File: config.mk
export PLATFORM = sky130hd
export DESIGN_NAME = sync_select_edge_sense
export DESIGN_NICKNAME = d
export VERILOG_FILES = /design/src/logic/sync_select_edge_sense.v
export VERILOG_INCLUDE_DIRS = /design/src /design/src/logic
export SDC_FILE = /design/constraint.sdc
export NUM_CORES = 1
export LEC_CHECK = 0
export BUFFER_PORTS_ARGS = -buffer_cell sky130_fd_sc_hd__buf_2
export CAP_MARGIN = 20
export CORE_MARGIN = 2
export CORE_UTILIZATION = 30
export CTS_CLUSTER_SIZE = 16
export DETAILED_ROUTE_END_ITERATION = 6
export PLACE_DENSITY = 0.63
export SETUP_SLACK_MARGIN = 0.2
export SYNTH_ARGS = -nofsm -noshare
export SYNTH_HDL_FRONTEND = slang
export SYNTH_SLANG_ARGS = --single-unit
File: constraint.sdc
create_clock -name clock -period 1.6 [get_ports clock]
set_input_delay 0.16 -clock clock [delete_from_list [all_inputs] [get_ports clock]]
set_output_delay 0.16 -clock clock [all_outputs]
set_load 0.005 [all_outputs]
File: src/logic/sync_select_defines.vh
// Register map, field positions and reset values for sync select block
// Summary of operation
// - Source select 0: vert mode picks input variant
// - Source select 1, mode 00: generated vertical
// - Source select 0: clamp mode picks a/b/c
// - Source select 1, mode 00: clamp d
// - Vertical sync pin rise sets bit 7
// - Horizontal sync pin rise sets bit 6
// - Composite sync pin rise sets bit 5
// - Horizontal flyback rise sets bit 4
// - Vertical flyback rise sets bit 3
// - Flag clears by writing 0 after reading 1
// - Horizontal edge in mask sets bit 2
// - Bit 1 shows internal horizontal level
// - Bit 0 shows internal vertical level
// - Reset/standby clear six flags and source select word
// - Halt bit 13 stops free-running timer
// - Halt bit 12 stops timer channels 0/1
// - Halt bit 8 stops X/Y and unit
// - Halting waits for bus cycle end
// - Halt word resets to 3FFF on reset and on hw standby
// - Source select 1 uses generated signals
`ifndef SYNC_SELECT_DEFINES_VH
`define SYNC_SELECT_DEFINES_VH
`define ADDR_SOURCE_CTRL 4'h0
`define ADDR_EDGE_SENSE 4'h4
`define ADDR_HALT_CTRL 4'h8
`define SRC_RESET 8'h00
`define HALT_RESET 16'h3FFF
`define FLAG_RESET 6'h00
`define BIT_ISGEN 6
`define BIT_HALT_TIMER 13
`define BIT_HALT_CH01 12
`define BIT_HALT_XY 8
`define FLAG_MSB 7
`define FLAG_LSB 2
`define BIT_HLEVEL 1
`define BIT_VLEVEL 0
`endif

File: src/logic/sync_select_edge_sense.v
// Sync source selection, edge sense flags and module halt control
//
// The AHB-Lite register port and the register offsets are this design's own decisions.
`include "sync_select_defines.vh"
module sync_select_edge_sense (
    input wire clock,
    input wire reset_n,
    input wire hw_standby,
    input wire hsel,
    input wire [31:0] haddr,
    input wire [1:0] htrans,
    input wire hwrite,
    input wire [2:0] hsize,
    input wire [31:0] hwdata,
    input wire hready,
    output wire hreadyout,
    output wire hresp,
    output reg [31:0] hrdata,
    input wire vert_sync_in_pin,
    input wire horiz_sync_in_pin,
    input wire composite_sync_in_pin,
    input wire horiz_flyback_in_pin,
    input wire vert_flyback_in_pin,
    input wire internal_horiz_input,
    input wire internal_vert_input,
    input wire vert_fall_mod,
    input wire vert_horiz_sync,
    input wire vert_fall_horiz_sync,
    input wire generated_vert_signal,
    input wire generated_horiz_signal,
    input wire clamp_a,
    input wire clamp_b,
    input wire clamp_c,
    input wire clamp_d,
    input wire mask_interval,
    output reg internal_vert_output,
    output reg clamp_output_source,
    output reg internal_horiz_source,
    output reg halt_free_running_timer,
    output reg halt_timer_ch01,
    output reg halt_timer_xy_interconnect
);
    reg [7:0] source_ctrl_r;
    reg [5:0] flags_r;
    reg [5:0] flags_nxt;
    reg [5:0] seen_one_r;
    reg [15:0] halt_ctrl_r;
    reg [4:0] pin_s1_r;
    reg [4:0] pin_s2_r;
    reg [4:0] pin_s3_r;
    reg hin_prev_r;
    reg dph_valid_r;
    reg dph_write_r;
    reg [3:0] dph_addr_r;
    wire addr_phase;
    wire [4:0] pin_rise;
    wire hin_edge;
    wire wr_edge;
    wire rd_edge;
    wire bus_idle;

    assign hreadyout = 1'b1;
    assign hresp = 1'b0;
    assign addr_phase = hsel & htrans[1] & hready;
    assign wr_edge = dph_valid_r & dph_write_r
        & (dph_addr_r == `ADDR_EDGE_SENSE);
    assign rd_edge = addr_phase & ~hwrite
        & (haddr[3:0] == `ADDR_EDGE_SENSE);
    assign bus_idle = ~dph_valid_r;

    // Pin synchroniser and rise detector
    always @(posedge clock)
    begin
        if (!reset_n)
        begin
            pin_s1_r <= 5'h00;
            pin_s2_r <= 5'h00;
            pin_s3_r <= 5'h00;
            hin_prev_r <= 1'b0;
        end
        else
        begin
            pin_s1_r <= {vert_sync_in_pin, horiz_sync_in_pin,
                composite_sync_in_pin, horiz_flyback_in_pin,
                vert_flyback_in_pin};
            pin_s2_r <= pin_s1_r;
            pin_s3_r <= pin_s2_r;
            hin_prev_r <= internal_horiz_input;
        end
    end
    assign pin_rise = pin_s2_r & ~pin_s3_r;
    assign hin_edge = internal_horiz_input ^ hin_prev_r;

    // Bus data phase tracking
    always @(posedge clock)
    begin
        if (!reset_n)
        begin
            dph_valid_r <= 1'b0;
            dph_write_r <= 1'b0;
            dph_addr_r <= 4'h0;
        end
        else if (hready)
        begin
            dph_valid_r <= addr_phase;
            dph_write_r <= hwrite;
            dph_addr_r <= haddr[3:0];
        end
    end

    // Flag next state: set wins over clear
    always @*
    begin
        flags_nxt = flags_r;
        if (wr_edge)
            flags_nxt = flags_r & ~(seen_one_r & ~hwdata[7:2]);
        flags_nxt[5:1] = flags_nxt[5:1] | pin_rise;
        flags_nxt[0] = flags_nxt[0] | (hin_edge & mask_interval);
    end

    always @(posedge clock)
    begin
        if (!reset_n || hw_standby)
        begin
            flags_r <= `FLAG_RESET;
            seen_one_r <= 6'h00;
            source_ctrl_r <= `SRC_RESET;
            halt_ctrl_r <= `HALT_RESET;
        end
        else
        begin
            flags_r <= flags_nxt;
            if (wr_edge)
                seen_one_r <= 6'h00;
            else if (rd_edge)
                seen_one_r <= seen_one_r | flags_r;
            if (dph_valid_r & dph_write_r)
            begin
                if (dph_addr_r == `ADDR_SOURCE_CTRL)
                    source_ctrl_r <= hwdata[7:0];
                if (dph_addr_r == `ADDR_HALT_CTRL)
                    halt_ctrl_r <= hwdata[15:0];
            end
        end
    end

    // Halt outputs update only between bus cycles
    always @(posedge clock)
    begin
        if (!reset_n || hw_standby)
        begin
            halt_free_running_timer <= 1'b1;
            halt_timer_ch01 <= 1'b1;
            halt_timer_xy_interconnect <= 1'b1;
        end
        else if (bus_idle)
        begin
            halt_free_running_timer <= halt_ctrl_r[`BIT_HALT_TIMER];
            halt_timer_ch01 <= halt_ctrl_r[`BIT_HALT_CH01];
            halt_timer_xy_interconnect <= halt_ctrl_r[`BIT_HALT_XY];
        end
    end

    // Read data
    always @(posedge clock)
    begin
        if (!reset_n)
            hrdata <= 32'h00000000;
        else if (addr_phase & ~hwrite)
        begin
            case (haddr[3:0])
                `ADDR_SOURCE_CTRL: hrdata <= {24'h000000, source_ctrl_r};
                `ADDR_EDGE_SENSE: hrdata <= {24'h000000, flags_r,
                    internal_horiz_input, internal_vert_input};
                `ADDR_HALT_CTRL: hrdata <= {16'h0000, halt_ctrl_r};
                default: hrdata <= 32'h00000000;
            endcase
        end
    end

    // Source selection, registered
    always @(posedge clock)
    begin
        if (!reset_n)
        begin
            internal_vert_output <= 1'b0;
            clamp_output_source <= 1'b0;
            internal_horiz_source <= 1'b0;
        end
        else if (source_ctrl_r[`BIT_ISGEN])
        begin
            internal_vert_output <= generated_vert_signal;
            clamp_output_source <= clamp_d;
            internal_horiz_source <= generated_horiz_signal;
        end
        else
        begin
            internal_horiz_source <= internal_horiz_input;
            case (source_ctrl_r[3:2])
                2'b00: internal_vert_output <= internal_vert_input;
                2'b01: internal_vert_output <= vert_horiz_sync;
                2'b10: internal_vert_output <= vert_fall_mod;
                default: internal_vert_output <= vert_fall_horiz_sync;
            endcase
            case (source_ctrl_r[1:0])
                2'b00: clamp_output_source <= clamp_a;
                2'b01: clamp_output_source <= clamp_b;
                2'b10: clamp_output_source <= clamp_c;
                default: clamp_output_source <= 1'b0;
            endcase
        end
    end
endmodule // sync_select_edge_sense

# Word-level counts from Yosys, hierarchy flattened
# Cells that the tools add are included.
dict set report classes {
  n_eq_ne 8
  muxes 7
  bitwise 18
  reduce_logical 9
}
# op count
set op_table {}
lappend op_table {{16-bit one-hot mux with 3 select lines} 1}
lappend op_table {{6-bit bitwise AND} 2}
lappend op_table {{6-bit NOT} 2}
lappend op_table {{4-bit by 3-bit == test with 1-bit output, second input constant} 2}
lappend op_table {{4-bit == test, second input constant} 2}
lappend op_table {{4-bit zero test} 2}
lappend op_table {{1-bit bitwise AND} 7}
lappend op_table {{6-bit two-way mux} 1}
lappend op_table {{6-bit bitwise OR} 1}
lappend op_table {{1-bit one-hot mux with 3 select lines} 2}
lappend op_table {{5-bit bitwise AND} 1}
lappend op_table {{5-bit NOT} 1}
lappend op_table {{5-bit bitwise OR} 1}
lappend op_table {{2-bit by 1-bit == test with 1-bit output, second input constant} 2}
lappend op_table {{2-bit == test, second input constant} 2}
lappend op_table {{2-bit zero test} 2}
lappend op_table {{2-bit AND reduction} 2}
lappend op_table {{1-bit two-way mux} 3}
lappend op_table {{2-bit OR reduction} 1}
lappend op_table {{1-bit zero test} 1}
lappend op_table {{1-bit logical OR} 1}
lappend op_table {{1-bit NOT} 1}
lappend op_table {{1-bit bitwise OR} 1}
lappend op_table {{1-bit bitwise XOR} 1}
dict set report word_totals {
  reg_bits 96
  inputBits 92
  output_inout_bits 40
  elab_cells 60
}

# Logic depth before layout (Yosys ltp)
dict set report logic_depth {
  word_depth 6
  depth_mapped 6
  ltp_nobuf 3
}

# Worst setup path before layout
# Ideal clock, no wire load.
dict set report synth_timing {
  kind {reg2reg}
  startpoint {reg dph_addr_r[0]}
  endpoint {reg source_ctrl_r[1]}
  setup_ns 0.132
  t_arrival_ns 1.235
  required_time_ns 1.468
  slack_ns 0.233
  stages_incl_launch_ff 5
  n_path_buf 1
  synth_period_minus_slack_ns 1.367
  path_cell_list {dfxtp_1 -> or4b_4 -> buf_6 -> o21ai_1 -> a21oi_1}
}
dict set report synth_between {
  elab_chain_cells 2
}
# element line
set synth_rtl {}
lappend synth_rtl {{start, declared} sync_select_edge_sense.v:54} ;# reg [3:0] dph_addr_r;
lappend synth_rtl {{start signal, assigned} sync_select_edge_sense.v:107} ;# dph_addr_r <= haddr[3:0];
lappend synth_rtl {{4-bit zero test (no source line)} --}
lappend synth_rtl {{2-bit AND reduction (no source line)} --}
lappend synth_rtl {{end signal, assigned} sync_select_edge_sense.v:127} ;# source_ctrl_r <= `SRC_RESET;
lappend synth_rtl {{end signal, assigned} sync_select_edge_sense.v:140} ;# source_ctrl_r <= hwdata[7:0];
lappend synth_rtl {{end, declared} sync_select_edge_sense.v:43} ;# reg [7:0] source_ctrl_r;
# No other way between the ends.
# A chain may end at the register's enable or synchronous reset.

# Final worst setup path
dict set report layout_timing {
  startpoint {reg dph_addr_r[1]}
  endpoint {reg flags_r[2]}
}
dict set report layout_between {
  elab_chain_cells 4
}
# element line
set layout_rtl {}
lappend layout_rtl {{4-bit by 3-bit == test with 1-bit output (no source line)} --}
lappend layout_rtl {{1-bit bitwise AND} sync_select_edge_sense.v:65} ;# assign wr_edge = dph_valid_r & dph_write_r
lappend layout_rtl {{6-bit two-way mux} sync_select_edge_sense.v:115} ;# if (wr_edge)
lappend layout_rtl {{5-bit bitwise OR} sync_select_edge_sense.v:117} ;# flags_nxt[5:1] = flags_nxt[5:1] | pin_rise;
lappend layout_rtl {{end signal, assigned} sync_select_edge_sense.v:125} ;# flags_r <= `FLAG_RESET;
lappend layout_rtl {{end signal, assigned} sync_select_edge_sense.v:132} ;# flags_r <= flags_nxt;
lappend layout_rtl {{end, declared} sync_select_edge_sense.v:44} ;# reg [5:0] flags_r;
# No other way between the ends.

==> impl_summary.log <==
INFO  metric outcome = finished, final reports clean
INFO  metric yosys.cell_count.top_type = sky130_fd_sc_hd__dfxtp_1
INFO  metric timing.clock.skew = 15.47 ps
INFO  metric pin_slew_with_the_least_headroom_to_its_limit = 700.7 ps
INFO  metric cts_max_level = 3
INFO  metric layout.nets = 516
INFO  metric dpl.hpwl = 5.787 mm
INFO  metric rsz_0062_raised_after_global_routing = true
INFO  metric routed_wl = 8.485 mm
INFO  metric core.rowCount = 38
INFO  metric layout-area-overhead-vs-synth = 24.95%
INFO  metric grt_util_met1 = 0.1813
INFO  metric groute.usage.overall = 0.1487
INFO  metric clock_tree_from_tritoncts = done
INFO  metric cp-startpoint = dph_addr_r[1]
INFO  metric vdd.ir_drop.worst = 426.1 uV
INFO  metric number_of_cells_on_the_worst_reg_to_reg_path = 3
INFO  metric floorplan.die.width = 108.6 um
INFO  metric cpMaxStageDelayCell = sky130_fd_sc_hd__or3b_4
INFO  metric worstHoldStart = hwdata[8]
INFO  metric p_sw_frac = 0.2398
INFO  metric timing.critical_path.buf_inv = 0
INFO  metric synth_cell_types = 40
INFO  metric clock.fmax = 708.8 MHz
INFO  metric floorplan.core_area = 0.01075 mm2
INFO  metric number_of_flops_mapped_to_enable_cells_by_yosys = 0
INFO  metric design.portCount = 132
INFO  metric setup_tns = 0 ps
INFO  metric initial_utilization = 0.3057
INFO  metric power_frac_comb = 0.079
INFO  metric power.internal = 3.046 mW
INFO  metric total_power = 4.006 mW
INFO  metric synth.top_cells.by_count = sky130_fd_sc_hd__dfxtp_1 (80), sky130_fd_sc_hd__nand3_1 (59), sky130_fd_sc_hd__o21ai_1 (33)
INFO  metric cp-start-kind = flop
INFO  metric synth.area.top_cells = sky130_fd_sc_hd__dfxtp_1 (49%), sky130_fd_sc_hd__nand3_1 (9.0%), sky130_fd_sc_hd__o21ai_1 (5.0%), sky130_fd_sc_hd__buf_4 (4.3%), sky130_fd_sc_hd__a21oi_1 (3.0%)
INFO  metric mappedNetlistArea = 0.003284 mm2
INFO  metric globalRouteOverflowTotal = 0
INFO  metric floorplan.die_area = 0.01180 mm2
INFO  metric finalHoldViolCount = 0
INFO  metric gr-usage-met3 = 0.04124
INFO  metric antenna_violations_before_repair = 0
INFO  metric yosys_warnings = 0
INFO  metric post_synth_inst_count = 353
INFO  metric synth_top_area_cell = sky130_fd_sc_hd__dfxtp_1
INFO  metric arrival_time_at_the_worst_endpoint = 1620 ps
INFO  metric timing.critical_path.fanout_max = 7
INFO  metric postSynthRegisterBits = 80
INFO  metric syn_area_per_cell = 9.304 um2
INFO  metric whs_path_cells = 3
INFO  metric grt_start_max_net_pins = 26
INFO  metric post_drt_via_cell_ratio = 4.921
INFO  metric grt_first_pass_wirelength = 13.38 mm
INFO  metric endpoint_kind = flop
INFO  metric numCtsBuffers = 9
INFO  metric crit_path_max_incr_delay = 490 ps
INFO  metric pwr-share-seq = 0.512
INFO  metric ys_seq_area_frac = 0.4876
INFO  metric top_family_by_delay_on_critical_path = simple AND/OR/NAND/NOR gates
INFO  metric antenna_left = 0
INFO  metric timing.reg2reg.setup_slack = 190 ps
INFO  metric groute.layer.met2.usage = 0.2433
INFO  metric cts-root-to-sink-buffers = 2
INFO  metric async_reset_ff_frac = 0
INFO  metric die-height = 108.6 um
INFO  metric final_worst_path_period_need = 1411 ps
INFO  metric yosysTopAreaCellShare = 0.4876
INFO  metric grt.busiest_layer = met2
INFO  metric drt_pass1_iterations = 5
INFO  metric layout-drive-gt1-share = 0.3030
INFO  metric gp_congestion = 0.7843
INFO  metric crit-reg2reg-capture = flags_r[2]
INFO  metric series_of_cell_instances_along_the_critical_path = or3b_4, o41ai_2, a21oi_1
INFO  metric power_density = 976.2 mW/mm2
INFO  metric finalSetupViolCount = 0
INFO  metric power.switching = 960.8 uW
INFO  metric fillCellCount = 1113
INFO  metric drt_iter0_markers = 183
INFO  metric ys_dominant_reg_cell = sky130_fd_sc_hd__dfxtp_1
INFO  metric rr_startpoint = dph_addr_r[1]
INFO  metric required = 1810 ps
INFO  metric slew_violations = 0
INFO  metric power.share.clock = 0.409
INFO  metric drv_cap = 0
INFO  metric cts_clock_pin_slew_for_the_worst_setup_and_hold_paths = 90 ps
INFO  metric worst_hold_path.endpoint = halt_ctrl_r[8]
INFO  metric clk_latency = 360 ps
INFO  metric ctsRootBufferMaster = sky130_fd_sc_hd__clkbuf_8
INFO  metric routedWlPerCell = 14.91 um
INFO  metric crit_type = flop to flop
INFO  metric period_share = 0.8817
INFO  metric clock_sinks = 80
INFO  metric max-slew-margin-rel = 0.5329
INFO  metric placement.io_buffers = 65
INFO  metric worst_hold_path_class = input pin to flop
INFO  metric diodes = 0
INFO  metric p_leak = 1.505 nW
INFO  metric drt_drc_violations_left = 0
INFO  metric num_vias = 2800
INFO  metric grt_pass1_vias = 2652
==> worst min-delay path: cells and delay by family <==
| kind | cells | cell delay, ps |
|---|---|---|
| buffers and inverters | 1 | 80 |
| AND/OR/NAND/NOR | 2 | 120 |
==> state kept, by name (all words and copies together), names as in the netlist, 4 cells and up <==
| signal | flops |
|---|---|
| hrdata | 16 |
| dph_addr_r | 4 |
| pin_s2_r | 5 |
| pin_s3_r | 5 |
| halt_ctrl_r | 16 |
| pin_s1_r | 5 |
| seen_one_r | 6 |
| source_ctrl_r | 8 |
| flags_r | 6 |
==> how the worst max path moves through the flow <==
stage                       end  slack, ps  depth (start not counted)
6_report             flags_r[2]        190                          3
5_1_grt        source_ctrl_r[7]        140                          3
4_1_cts              flags_r[3]        160                          3
3_5_place_dp   source_ctrl_r[7]         80                          3
3_3_place_gp         flags_r[5]        110                          3
2_1_floorplan  source_ctrl_r[1]        230                          4
==> layout make-up <==
cell class | count | area, um2 | share of cell area
inverters | 7 | 26.28 | 0.006402
clock buffers | 10 | 127.6 | 0.03110
well taps | 140 | 175.2 | 0.04268
repair buffers | 83 | 473.0 | 0.1152
flip-flops and latches | 80 | 1614 | 0.3933
clock inverters | 6 | 92.59 | 0.02256
multi-input cells | 243 | 1595 | 0.3887
==> routing by layer <==
layer,vias to the layer above,routed length (um),part of all wire
met2,94,4131,0.49
met5,-,0,0
met1,1326,3570,0.42
met4,0,140,0.016
met3,14,644,0.076
li1,1366,-,-
==> power by group through the flow <==
stage	sequential, mW	combinational [mW]	clock (mW)
6_report	2.05	0.317	1.64
5_1_grt	2.06	0.345	1.76
4_1_cts	2.05	0.302	1.68
3_5_place_dp	2.09	0.282	0
3_3_place_gp	2.09	0.276	0
2_1_floorplan	2.09	0.203	0
==> repair_timing <==
item,in CTS,in global routing
pin swaps,2,15
resized for setup,13,23
setup buffers,1,0
hold buffers,5,0
cloned,2,1
endpoints found under the hold margin,5,0
setup endpoints to repair,34,32
==> layout by cell type, fill, tap and decap left out, types with 7 or more instances in the layout <==
master	n
sky130_fd_sc_hd__clkbuf_8	9
sky130_fd_sc_hd__nand2_1	15
sky130_fd_sc_hd__and2_1	16
sky130_fd_sc_hd__o21ai_1	26
sky130_fd_sc_hd__mux2i_1	10
sky130_fd_sc_hd__buf_4	13
sky130_fd_sc_hd__a21oi_1	19
sky130_fd_sc_hd__buf_2	65
sky130_fd_sc_hd__conb_1	18
sky130_fd_sc_hd__nand3_1	59
sky130_fd_sc_hd__o21ai_2	12
sky130_fd_sc_hd__inv_1	7
sky130_fd_sc_hd__nand2b_1	8
sky130_fd_sc_hd__dfxtp_1	76
sky130_fd_sc_hd__nor2b_1	10
==> cell families (layout without fill, tap and decap cells) <==
family | count (synthesis) | in the layout | synth area share
XOR/XNOR | 1 | 1 | 0.002667
multiplexers | 14 | 14 | 0.04762
AO/OA/AOI/OAI | 82 | 82 | 0.1463
AND/OR/NAND/NOR | 125 | 128 | 0.2202
flip-flops | 80 | 80 | 0.4876
other | 2 | 18 | 0.002287
buffers and inverters | 49 | 106 | 0.09334
==> through the flow <==
| step | hold slack [ps] | util | cells | worst slack (ps) | instance area [um2] |
|---|---|---|---|---|---|
| after CTS | 19.06 | 0.3709 | 568 | 161.2 | 3985 |
| after detailed placement | 369.9 | 0.3401 | 544 | 75.55 | 3655 |
| after floorplan | 281.7 | - | 369 | 233.1 | 3344 |
| after global placement | 368.9 | 0.3401 | 544 | 113.8 | 3655 |
| final | 34.02 | 0.3819 | 569 | 189.2 | 4104 |
| after global routing | 36.47 | 0.3819 | 569 | 144.6 | 4104 |
No activity file was read; power rests on OpenSTA's default activity.
